<file path="config.mk">
export PLATFORM = sky130hd
export DESIGN_NAME = fco_unit
export DESIGN_NICKNAME = d
export VERILOG_FILES = /design/src/verilog/fco_unit.v /design/src/verilog/fco_sqrt.v
export VERILOG_INCLUDE_DIRS = /design/src /design/src/verilog
export SDC_FILE = /design/constraint.sdc
export NUM_CORES = 2
export LEC_CHECK = 0
export BUFFER_PORTS_ARGS = -buffer_cell sky130_fd_sc_hd__buf_2
export CAP_MARGIN = 5
export CELL_PAD_IN_SITES_DETAIL_PLACEMENT = 1
export CELL_PAD_IN_SITES_GLOBAL_PLACEMENT = 2
export CORE_ASPECT_RATIO = 0.75
export CORE_UTILIZATION = 25
export DETAILED_ROUTE_END_ITERATION = 6
export MAX_ROUTING_LAYER = met4
export PLACE_DENSITY = 0.56
export SLEW_MARGIN = 25
export SYNTH_ARGS = -nofsm -noshare
export SYNTH_HDL_FRONTEND = slang
export SYNTH_HIERARCHICAL = 1
export SYNTH_SLANG_ARGS = --single-unit
export TNS_END_PERCENT = 5
</file>
<file path="constraint.sdc">
create_clock -name sys_clk -period 19.45 [get_ports sys_clk]
set_clock_uncertainty 0.1 [all_clocks]
set_input_delay 2.9175 -clock sys_clk [delete_from_list [all_inputs] [get_ports sys_clk]]
set_output_delay 2.9175 -clock sys_clk [all_outputs]
set_load 0.02 [all_outputs]
</file>
<file path="src/verilog/fco_defs.vh">
// Constants shared by the floating-point operation units.
`ifndef FCO_DEFS_VH
`define FCO_DEFS_VH
`define FCO_EXP_MAX 8'hff
`define FCO_BIAS 10'h07f
`define FCO_BIAS9 9'h07f
`define FCO_QNAN 32'h7fc00000
`define FCO_ZERO_KEY 32'h80000000
`define FCO_MINUS_ONE 32'hffffffff
`define FCO_PLUS_ONE 32'h00000001
`define FCO_F_INX 0
`define FCO_F_UNF 1
`define FCO_F_OVF 2
`define FCO_F_DBZ 3
`define FCO_F_INV 4
`define FCO_OP_GEQ 2'h0
`define FCO_OP_GTR 2'h1
`define FCO_OP_NEQ 2'h2
`define FCO_OP_SIGN 2'h3
`define FCO_SLOT_CMP 3'h3
`define FCO_SLOT_MUL_A 3'h2
`define FCO_SLOT_MUL_B 3'h3
`define FCO_SLOT_SUB_A 3'h1
`define FCO_SLOT_SUB_B 3'h4
`define FCO_SLOT_SQRT 3'h2
`define FCO_SQRT_LAT 5'h11
`define FCO_SQRT_RECOVERY 5'h10
`define FCO_SQRT_ITER 5'h0d
`endif

</file>
<file path="src/verilog/fco_unit.v">
// Single-precision compare, sign, multiply, subtract and square root unit.
// Notes on behaviour
// - geq gives 1 when first operand at least second; one cycle, slot 3.
// - gtr gives 1 when first operand exceeds second; one cycle, slot 3.
// - neq gives 1 when operands differ, 0 when equal; one cycle, slot 3.
// - sign gives 0 for zero, all ones negative, 1 positive; one cycle.
// - compare and sign flag variants return IEEE flags, same timing.
// - multiply or its flags after 3 cycles, slot 2 or 3.
// - square root after 17 cycles, slot 2, no new issue for 16 cycles.
// - square root flags variant has the same latency, slot and recovery.
// - subtract a minus b or its flags after 3 cycles, slot 1 or 4.
`timescale 1ns/1ps
`include "fco_defs.vh"
module fco_unit (
  input wire sys_clk,
  input wire rst,
  input wire cmp_valid,
  input wire [2:0] cmp_slot,
  input wire [1:0] cmp_op,
  input wire cmp_flags_sel,
  input wire [31:0] cmp_a,
  input wire [31:0] cmp_b,
  output reg cmp_done,
  output reg [31:0] cmp_result,
  input wire mul_valid,
  input wire [2:0] mul_slot,
  input wire mul_flags_sel,
  input wire [31:0] mul_a,
  input wire [31:0] mul_b,
  output reg mul_done,
  output reg [31:0] mul_result,
  input wire sub_valid,
  input wire [2:0] sub_slot,
  input wire sub_flags_sel,
  input wire [31:0] sub_a,
  input wire [31:0] sub_b,
  output reg sub_done,
  output reg [31:0] sub_result,
  input wire sqrt_valid,
  input wire [2:0] sqrt_slot,
  input wire sqrt_flags_sel,
  input wire [31:0] sqrt_a,
  output wire sqrt_done,
  output wire [31:0] sqrt_result,
  output wire sqrt_busy
);
  function is_nan;
    input [31:0] x;
    begin
      is_nan = (x[30:23] == `FCO_EXP_MAX) && (x[22:0] != 23'h0);
    end
  endfunction

  function is_snan;
    input [31:0] x;
    begin
      is_snan = is_nan(x) && !x[22];
    end
  endfunction

  // Subnormals are flushed, so any zero exponent counts as zero.
  function is_zero;
    input [31:0] x;
    begin
      is_zero = (x[30:23] == 8'h00);
    end
  endfunction

  function is_inf;
    input [31:0] x;
    begin
      is_inf = (x[30:23] == `FCO_EXP_MAX) && (x[22:0] == 23'h0);
    end
  endfunction

  // Monotonic unsigned key; both zeros map to one key so -0 equals +0.
  function [31:0] ord_key;
    input [31:0] x;
    begin
      if (is_zero(x)) begin
        ord_key = `FCO_ZERO_KEY;
      end else if (x[31]) begin
        ord_key = ~x;
      end else begin
        ord_key = x | `FCO_ZERO_KEY;
      end
    end
  endfunction

  function [4:0] lzc;
    input [26:0] v;
    integer k;
    reg found;
    begin
      lzc = 5'h00;
      found = 1'b0;
      for (k = 26; k >= 0; k = k - 1) begin
        if (!found) begin
          if (v[k]) begin
            found = 1'b1;
          end else begin
            lzc = lzc + 5'h01;
          end
        end
      end
    end
  endfunction

  // Round to nearest even; m holds 24 mantissa bits, guard, round, sticky.
  function [36:0] round_pack;
    input s;
    input [9:0] e;
    input [26:0] m;
    reg [24:0] r;
    reg [9:0] ee;
    reg [4:0] fl;
    begin
      r = {1'b0, m[26:3]} + {24'h0, m[2] & (m[1] | m[0] | m[3])};
      ee = e;
      fl = 5'h00;
      fl[`FCO_F_INX] = m[2] | m[1] | m[0];
      if (r[24]) begin
        r = {1'b0, r[24:1]};
        ee = e + 10'h001;
      end
      if (ee[9] || ee == 10'h000) begin
        fl[`FCO_F_UNF] = 1'b1;
        fl[`FCO_F_INX] = 1'b1;
        round_pack = {fl, s, 31'h0};
      end else if (ee >= {2'b00, `FCO_EXP_MAX}) begin
        fl[`FCO_F_OVF] = 1'b1;
        fl[`FCO_F_INX] = 1'b1;
        round_pack = {fl, s, `FCO_EXP_MAX, 23'h0};
      end else begin
        round_pack = {fl, s, ee[7:0], r[22:0]};
      end
    end
  endfunction

  reg [31:0] cmp_val;
  reg [4:0] cmp_fl;
  wire cmp_take;
  wire [31:0] ka;
  wire [31:0] kb;
  wire ordered;

  assign cmp_take = cmp_valid && (cmp_slot == `FCO_SLOT_CMP);
  assign ka = ord_key(cmp_a);
  assign kb = ord_key(cmp_b);
  assign ordered = !is_nan(cmp_a) && !is_nan(cmp_b);

  always @* begin
    cmp_val = 32'h0;
    cmp_fl = 5'h00;
    case (cmp_op)
      `FCO_OP_GEQ: begin
        cmp_val = {31'h0, ordered && (ka >= kb)};
        cmp_fl[`FCO_F_INV] = !ordered;
      end
      `FCO_OP_GTR: begin
        cmp_val = {31'h0, ordered && (ka > kb)};
        cmp_fl[`FCO_F_INV] = !ordered;
      end
      `FCO_OP_NEQ: begin
        cmp_val = {31'h0, !ordered || (ka != kb)};
        cmp_fl[`FCO_F_INV] = is_snan(cmp_a) || is_snan(cmp_b);
      end
      default: begin
        if (is_zero(cmp_a)) begin
          cmp_val = 32'h0;
        end else if (cmp_a[31]) begin
          cmp_val = `FCO_MINUS_ONE;
        end else begin
          cmp_val = `FCO_PLUS_ONE;
        end
        cmp_fl[`FCO_F_INV] = is_snan(cmp_a);
      end
    endcase
  end

  always @(posedge sys_clk) begin
    if (rst) begin
      cmp_done <= 1'b0;
      cmp_result <= 32'h0;
    end else begin
      cmp_done <= cmp_take;
      if (cmp_take) begin
        cmp_result <= cmp_flags_sel ? {27'h0, cmp_fl} : cmp_val;
      end
    end
  end

  // Multiply: product, normalise and round, then the output stage.
  reg m1_v, m1_fs, m1_s, m1_spec, m2_v, m2_fs;
  reg [9:0] m1_e;
  reg [47:0] m1_p;
  reg [36:0] m1_sres;
  reg [36:0] m2_res;
  wire mul_take;
  wire mul_inv;

  // multiply from slot 2 or 3
  assign mul_take = mul_valid &&
    (mul_slot == `FCO_SLOT_MUL_A || mul_slot == `FCO_SLOT_MUL_B);
  assign mul_inv = is_snan(mul_a) || is_snan(mul_b) ||
    (is_inf(mul_a) && is_zero(mul_b)) || (is_zero(mul_a) && is_inf(mul_b));

  // Subtract: align and add, normalise and round, then the output stage.
  reg s1_v, s1_fs, s1_s, s1_spec, s2_v, s2_fs;
  reg [9:0] s1_e;
  reg [27:0] s1_sum;
  reg [36:0] s1_sres;
  reg [36:0] s2_res;
  reg [4:0] s_lz;
  reg [26:0] s_norm;
  reg [26:0] small_al;
  reg [7:0] s_d;
  reg [31:0] big;
  reg [31:0] lesser;
  wire sub_take;
  wire [31:0] nb;

  // subtract from slot 1 or 4
  assign sub_take = sub_valid &&
    (sub_slot == `FCO_SLOT_SUB_A || sub_slot == `FCO_SLOT_SUB_B);
  // a minus b is a plus negated b
  assign nb = {~sub_b[31], sub_b[30:0]};

  always @* begin
    if (sub_a[30:0] >= nb[30:0]) begin
      big = sub_a;
      lesser = nb;
    end else begin
      big = nb;
      lesser = sub_a;
    end
    s_d = big[30:23] - lesser[30:23];
    if (s_d >= 8'h1b) begin
      small_al = 27'h1;
    end else begin
      small_al = ({1'b1, lesser[22:0], 3'h0} >> s_d) |
        {26'h0, ({1'b1, lesser[22:0], 3'h0} &
        ~(27'h7ffffff << s_d)) != 27'h0};
    end
    s_lz = lzc(s1_sum[26:0]);
    s_norm = s1_sum[26:0] << s_lz;
  end

  always @(posedge sys_clk) begin
    if (rst) begin
      m1_v <= 1'b0;
      m1_fs <= 1'b0;
      m1_s <= 1'b0;
      m1_spec <= 1'b0;
      m1_e <= 10'h0;
      m1_p <= 48'h0;
      m1_sres <= 37'h0;
      m2_v <= 1'b0;
      m2_fs <= 1'b0;
      m2_res <= 37'h0;
      mul_done <= 1'b0;
      mul_result <= 32'h0;
      s1_v <= 1'b0;
      s1_fs <= 1'b0;
      s1_s <= 1'b0;
      s1_spec <= 1'b0;
      s1_e <= 10'h0;
      s1_sum <= 28'h0;
      s1_sres <= 37'h0;
      s2_v <= 1'b0;
      s2_fs <= 1'b0;
      s2_res <= 37'h0;
      sub_done <= 1'b0;
      sub_result <= 32'h0;
    end else begin
      m1_v <= mul_take;
      m1_fs <= mul_flags_sel;
      m1_s <= mul_a[31] ^ mul_b[31];
      m1_e <= {2'b00, mul_a[30:23]} + {2'b00, mul_b[30:23]} - `FCO_BIAS;
      m1_p <= {1'b1, mul_a[22:0]} * {1'b1, mul_b[22:0]};
      m1_spec <= 1'b1;
      if (is_nan(mul_a) || is_nan(mul_b) || mul_inv) begin
        m1_sres <= {mul_inv, 4'h0, `FCO_QNAN};
      end else if (is_inf(mul_a) || is_inf(mul_b)) begin
        m1_sres <= {5'h00, mul_a[31] ^ mul_b[31], `FCO_EXP_MAX, 23'h0};
      end else if (is_zero(mul_a) || is_zero(mul_b)) begin
        m1_sres <= {5'h00, mul_a[31] ^ mul_b[31], 31'h0};
      end else begin
        m1_spec <= 1'b0;
        m1_sres <= 37'h0;
      end
      m2_v <= m1_v;
      m2_fs <= m1_fs;
      if (m1_spec) begin
        m2_res <= m1_sres;
      end else if (m1_p[47]) begin
        m2_res <= round_pack(m1_s, m1_e + 10'h001,
          {m1_p[47:22], m1_p[21:0] != 22'h0});
      end else begin
        m2_res <= round_pack(m1_s, m1_e, {m1_p[46:21], m1_p[20:0] != 21'h0});
      end
      mul_done <= m2_v;
      mul_result <= m2_fs ? {27'h0, m2_res[36:32]} : m2_res[31:0];
      s1_v <= sub_take;
      s1_fs <= sub_flags_sel;
      s1_s <= big[31];
      s1_e <= {2'b00, big[30:23]};
      if (big[31] == lesser[31]) begin
        s1_sum <= {1'b0, 1'b1, big[22:0], 3'h0} + {1'b0, small_al};
      end else begin
        s1_sum <= {1'b0, 1'b1, big[22:0], 3'h0} - {1'b0, small_al};
      end
      s1_spec <= 1'b1;
      if (is_nan(sub_a) || is_nan(nb)) begin
        s1_sres <= {is_snan(sub_a) || is_snan(nb), 4'h0, `FCO_QNAN};
      end else if (is_inf(sub_a) && is_inf(nb) && (sub_a[31] != nb[31])) begin
        s1_sres <= {1'b1, 4'h0, `FCO_QNAN};
      end else if (is_inf(sub_a)) begin
        s1_sres <= {5'h00, sub_a};
      end else if (is_inf(nb)) begin
        s1_sres <= {5'h00, nb};
      end else if (is_zero(sub_a) && is_zero(nb)) begin
        s1_sres <= {5'h00, sub_a[31] & nb[31], 31'h0};
      end else if (is_zero(nb)) begin
        s1_sres <= {5'h00, sub_a};
      end else if (is_zero(sub_a)) begin
        s1_sres <= {5'h00, nb};
      end else begin
        s1_spec <= 1'b0;
        s1_sres <= 37'h0;
      end
      s2_v <= s1_v;
      s2_fs <= s1_fs;
      if (s1_spec) begin
        s2_res <= s1_sres;
      end else if (s1_sum == 28'h0) begin
        // Exact cancellation gives plus zero under round to nearest.
        s2_res <= 37'h0;
      end else if (s1_sum[27]) begin
        s2_res <= round_pack(s1_s, s1_e + 10'h001,
          {s1_sum[27:2], s1_sum[1] | s1_sum[0]});
      end else begin
        s2_res <= round_pack(s1_s, s1_e - {5'h00, s_lz}, s_norm);
      end
      sub_done <= s2_v;
      sub_result <= s2_fs ? {27'h0, s2_res[36:32]} : s2_res[31:0];
    end
  end

  fco_sqrt u_sqrt (
    .sys_clk(sys_clk),
    .rst(rst),
    .req(sqrt_valid && (sqrt_slot == `FCO_SLOT_SQRT)),
    .flags_sel(sqrt_flags_sel),
    .src(sqrt_a),
    .done(sqrt_done),
    .result(sqrt_result),
    .busy(sqrt_busy)
  );
endmodule

</file>
<file path="src/verilog/fco_sqrt.v">
// Long-latency single-precision square root with status flags.
`timescale 1ns/1ps
`include "fco_defs.vh"
module fco_sqrt (
  input wire sys_clk,
  input wire rst,
  input wire req,
  input wire flags_sel,
  input wire [31:0] src,
  output reg done,
  output reg [31:0] result,
  output reg busy
);
  reg [4:0] cnt;
  reg [51:0] rad;
  reg [29:0] rem;
  reg [25:0] root;
  reg [7:0] res_exp;
  reg spec;
  reg [36:0] spec_res;
  reg fsel;
  reg [51:0] next_rad;
  reg [29:0] next_rem;
  reg [25:0] next_root;
  reg [29:0] t;
  reg [29:0] trial;
  reg [24:0] rnd;
  reg [4:0] fl;
  reg [36:0] fin;
  reg inc;
  reg sticky;
  integer i;
  wire take;
  wire a_nan;
  wire a_zero;
  wire [23:0] mant;
  wire [8:0] exp_sum;

  assign take = req && !busy;
  assign a_nan = (src[30:23] == `FCO_EXP_MAX) && (src[22:0] != 23'h0);
  assign a_zero = (src[30:23] == 8'h00);
  assign mant = {1'b1, src[22:0]};
  assign exp_sum = {1'b0, src[30:23]} + `FCO_BIAS9;

  // Two root bits per cycle gives 26 bits in thirteen cycles.
  always @* begin
    next_rad = rad;
    next_rem = rem;
    next_root = root;
    t = 30'h0;
    trial = 30'h0;
    for (i = 0; i < 2; i = i + 1) begin
      t = {next_rem[27:0], next_rad[51:50]};
      trial = {2'b00, next_root, 2'b01};
      next_rad = {next_rad[49:0], 2'b00};
      if (t >= trial) begin
        next_rem = t - trial;
        next_root = {next_root[24:0], 1'b1};
      end else begin
        next_rem = t;
        next_root = {next_root[24:0], 1'b0};
      end
    end
  end

  always @* begin
    sticky = (rem != 30'h0);
    inc = root[1] & (root[0] | sticky | root[2]);
    rnd = {1'b0, root[25:2]} + {24'h0, inc};
    fl = 5'h00;
    fl[`FCO_F_INX] = root[1] | root[0] | sticky;
    if (rnd[24]) begin
      fin = {fl, 1'b0, res_exp + 8'h01, 23'h0};
    end else begin
      fin = {fl, 1'b0, res_exp, rnd[22:0]};
    end
    if (spec) begin
      fin = spec_res;
    end
  end

  always @(posedge sys_clk) begin
    if (rst) begin
      cnt <= 5'h00;
      rad <= 52'h0;
      rem <= 30'h0;
      root <= 26'h0;
      res_exp <= 8'h00;
      spec <= 1'b0;
      spec_res <= 37'h0;
      fsel <= 1'b0;
      done <= 1'b0;
      result <= 32'h0;
      busy <= 1'b0;
    end else begin
      busy <= take || (cnt != 5'h00 && cnt < `FCO_SQRT_RECOVERY - 5'h01);
      done <= (cnt == `FCO_SQRT_LAT - 5'h01);
      if (cnt == `FCO_SQRT_LAT - 5'h01) begin
        result <= fsel ? {27'h0, fin[36:32]} : fin[31:0];
      end
      if (take) begin
        cnt <= 5'h01;
        fsel <= flags_sel;
        rem <= 30'h0;
        root <= 26'h0;
        res_exp <= exp_sum[8:1];
        rad <= src[23] ? {1'b0, mant, 27'h0} : {mant, 28'h0};
        spec <= 1'b1;
        if (a_nan) begin
          spec_res <= {~src[22], 4'h0, `FCO_QNAN};
        end else if (a_zero) begin
          spec_res <= {5'h00, src[31], 31'h0};
        end else if (src[31]) begin
          spec_res <= {1'b1, 4'h0, `FCO_QNAN};
        end else if (src[30:23] == `FCO_EXP_MAX) begin
          spec_res <= {5'h00, src};
        end else begin
          spec <= 1'b0;
          spec_res <= 37'h0;
        end
      end else begin
        if (cnt != 5'h00 && cnt < `FCO_SQRT_LAT - 5'h01) begin
          cnt <= cnt + 5'h01;
        end else begin
          cnt <= 5'h00;
        end
        if (cnt != 5'h00 && cnt <= `FCO_SQRT_ITER) begin
          rad <= next_rad;
          rem <= next_rem;
          root <= next_root;
        end
      end
    end
  end
endmodule

</file>
==> impl_metrics.csv <==
group,metric,value,unit
logic_synthesis,synth_compound_gate_area_share,15.4,%
cts,clk_pin_slew,0.07,ns
logic_synthesis,yosysMostFrequentCell,"nand2_1",
detailed_routing,first_pass_iters,6,
timing,finalSetupViolCount,0,
setup_path,reg2reg_slack,1.46,ns
setup_path,max_stage_delay,0.61,ns
pwr,powerDensity,200,nW/µm²
grt,grtUsageTotal,20.8,%
logic_synthesis,synthTopCellsByArea,"fa_1 (18%), dfxtp_1 (16%), ha_1 (9.2%)",
flow_run,cap_violations,0,
min_path,min_path_cells,1,
min_path,min_from,"s1_sres[25]$_SDFF_PP0_",
detailed_routing,postRouteAntennaNets,0,
setup_path,worst_r2r_endpoint,"s2_res[18]$_SDFF_PP0_",
cts,clock_latency,0.72,ns
detailed_routing,drt-total-wl,227,mm
cts,cts_sinks,448,
cts,postCtsSetupRepairBufs,0,
floorplanning,die_height,408,µm
pwr,total_power,12.4,mW
logic_synthesis,synth_cells,6968,
logic_synthesis,avgSynthCellArea,7.90,µm²
setup_path,arrival,18.49,ns
pwr,max-vdd-ir-drop,0.000405,V
logic_synthesis,muxShareOfSynthArea,3.77,%
logic_synthesis,seq_area_frac_synth,16.3,%
grt,gr-total-overflow,0,
detailed_routing,drc,0,
detailed_routing,vias_per_cell,4.96,
cts,cts_made_buffers,56,
timing,fin_setup_tns,0,ns
timing,timing.final.max_slew_violations,0,
floorplanning,core_area,218000,µm²
logic_synthesis,yosys_warnings,6,
timing,post-route-period-util,92.5,%
timing,whs,0.282,ns
setup_path,worstSetupStartpointType,"flop",
setup_path,cp-end-kind,"flop",
setup_path,rr_worst_depth,79,
outcome,status,"finished clean",
final_layout,stdcell_count,10069,
grt,grt_antenna_before_repair,28,
setup_path,r2r_start,"s1_sum[25]$_SDFF_PP0_",
logic_synthesis,synth-simple-area-share,22.8,%
detailed_routing,drt_iter0_drc,2570,
logic_synthesis,synth_top_area_share,17.6,%
setup_path,cp_common_cell,"ha_1",
place,dp.cells,9956,
floorplanning,row_count,148,
floorplanning,initial_core_util,25.3,%
timing,fmax,55.6,MHz
timing,rsz0062_at_grt,"false",
timing,final-hold-violation-count,0,
final_layout,drive_gt1_share,9.98,%
final_layout,area.growth.synth_to_final,12.3,%
timing,worst_slew_pin_slew,1.00,ns
detailed_routing,num_vias,49915,
logic_synthesis,synth_fa_ha_area_share,26.9,%
setup_path,slowest_stage,"or4b_4",
pwr,p_leak,27.3,nW
logic_synthesis,ys_types,118,
logic_synthesis,synth-edff-count,0,
logic_synthesis,synthXorXnorAreaFrac,6.83,%
logic_synthesis,synth_top_area_cell,"fa_1",
place,portBuffers,379,
timing,post-route-min-period,17.99,ns
setup_path,critPathLaunch,"s1_sum[25]$_SDFF_PP0_",
cts,cts-root-buf,"clkbuf_16",
place,gp_congestion,0.888,
floorplanning,pin_count,381,
cts,htree_levels,2,
grt,grt_pass1_vias,51830,
min_path,hold_path.class,"reg2reg",
logic_synthesis,synth_top_family_by_area,"adder cells",
floorplanning,dieArea,222000,µm²
final_layout,num-nets-final,8226,
floorplanning,die_w,544,µm
min_path,hold_path_end,"s2_res[25]$_SDFF_PP0_",
setup_path,crit_type,"reg2reg",
detailed_routing,wire_per_inst,22.6,µm
setup_path,critPathMaxFanout,21,
logic_synthesis,syn_nets,8104,
final_layout,fillers,26198,
setup_path,critPathRequiredTime,19.96,ns
cts,cts_tree,"done",
place,hpwl,177,mm
final_layout,final_core_util,28.4,%
grt,grt_max_degree,68,
logic_synthesis,ys.flop_type,"dfxtp_1",
logic_synthesis,synthArstFlopShare,0,%
timing,relSlewSlack,32.8,%
logic_synthesis,ys_seq_elements,448,
logic_synthesis,syn-cell-area,55100,µm²
cts,clk_path_buf_depth,3,
logic_synthesis,synthTopCellsByCount,"nand2_1 (871), inv_1 (716), nor2_1 (553), fa_1 (485), dfxtp_1 (448)",
grt,grt_pass1_wl,341,mm
[final cells by class]
| type | count | area [µm²] | area share (%) |
|---|---|---|---|
| well taps | 2925 | 3660 | 5.92 |
| multi-input cells | 5387 | 41800 | 67.6 |
| diodes | 7 | 17.5 | 0.0283 |
| inverters | 721 | 2710 | 4.38 |
| clock inverters | 33 | 475 | 0.769 |
| flip-flops and latches | 448 | 8970 | 14.5 |
| repair buffers | 476 | 2650 | 4.28 |
| clock buffers | 72 | 1560 | 2.53 |
[flip-flops by register name (all words and copies together), names as in the netlist, 3 cells and up]
register,cells
cmp_result,3
m1_e,10
m1_p,48
m1_sres,4
m2_res,36
mul_result,32
s1_e,8
s1_sres,33
s1_sum,28
s2_res,36
sub_result,32
u_sqrt/cnt,5
u_sqrt/rad,25
u_sqrt/rem,30
u_sqrt/res_exp,8
u_sqrt/result,32
u_sqrt/root,26
u_sqrt/spec_res,33
[through the flow]
step                worst slack (ns)  area, µm²
floorplan                       3.42      55100
CTS                            0.756      61800
global route                  0.0254      61800
global placement                1.20      59700
detailed placement             0.875      59700
finish                          1.46      61800
[per-layer routing]
metal  track usage (%)  routed length, µm  up-vias
li1                  -                  -    23609
met1              31.1             119000    25274
met2              30.3              96000      851
met3              1.99               8490      181
met4              3.12               3540        0
met5                 -                  0        -
[timing repair]
action | CTS | global route
resized for setup | 0 | 13
hold buffers | 0 | 0
setup endpoints to repair | 0 | 34
[report_power, final]
| group | internal [mW] | leakage (nW) | switching [mW] |
|---|---|---|---|
| Combinational | 3.83 | 22.6 | 6.16 |
| Sequential | 1.10 | 3.66 | 0.131 |
| Clock | 0.682 | 1.00 | 0.483 |
| Total | 5.61 | 27.3 | 6.77 |
[critical path: cells and delay by family (launching register included)]
family	cells	cell delay, ns
AO/OA/AOI/OAI	25	4.76
adder cells (fa/ha/maj)	14	4.44
flip-flops	1	0.42
AND/OR/NAND/NOR	30	6.30
XOR/XNOR	2	0.45
buffers and inverters	3	0.54
multiplexers	5	0.82
[logic make-up after synthesis]
group / Yosys count
AND/OR/NAND/NOR: 2583
flip-flops: 448
multiplexers: 192
AO/OA/AOI/OAI: 1311
adder cells (fa/ha/maj): 892
XOR/XNOR: 409
buffers and inverters: 1133
[worst max-delay path by stage]
stage | endpoint | slack, ns | cells past startpoint
2_1_floorplan | s2_res[22]$_SDFF_PP0_ | 3.42 | 85
3_3_place_gp | s2_res[14]$_SDFF_PP0_ | 1.20 | 84
3_5_place_dp | s2_res[6]$_SDFF_PP0_ | 0.87 | 84
4_1_cts | s2_res[30]$_SDFF_PP0_ | 0.76 | 83
5_1_grt | s2_res[27]$_SDFF_PP0_ | 0.03 | 82
6_report | s2_res[18]$_SDFF_PP0_ | 1.46 | 79
[layout by cell type (no fill, tap or decap), types with 21 or more instances in the layout]
master / instances
buf_2: 378
nand2_1: 871
and2_1: 336
mux2i_1: 159
o31ai_1: 38
or2_2: 21
a311oi_1: 30
nand2b_1: 54
dfxtp_1: 445
a22oi_1: 71
o211ai_1: 21
o21a_1: 22
o21bai_1: 39
or3_1: 27
clkbuf_16: 56
a31oi_1: 42
a211oi_1: 64
xnor2_1: 247
nor3_1: 123
nor2b_1: 91
mux2_2: 21
buf_4: 95
xor2_1: 144
nand3_1: 165
and3_1: 67
fa_1: 485
inv_1: 716
o21ai_1: 25
a21o_1: 98
nor4_1: 82
ha_1: 401
nor2_1: 547
a21oi_1: 387
o21ai_0: 252
nand4_1: 90
Power figures use the tool's default switching activity.
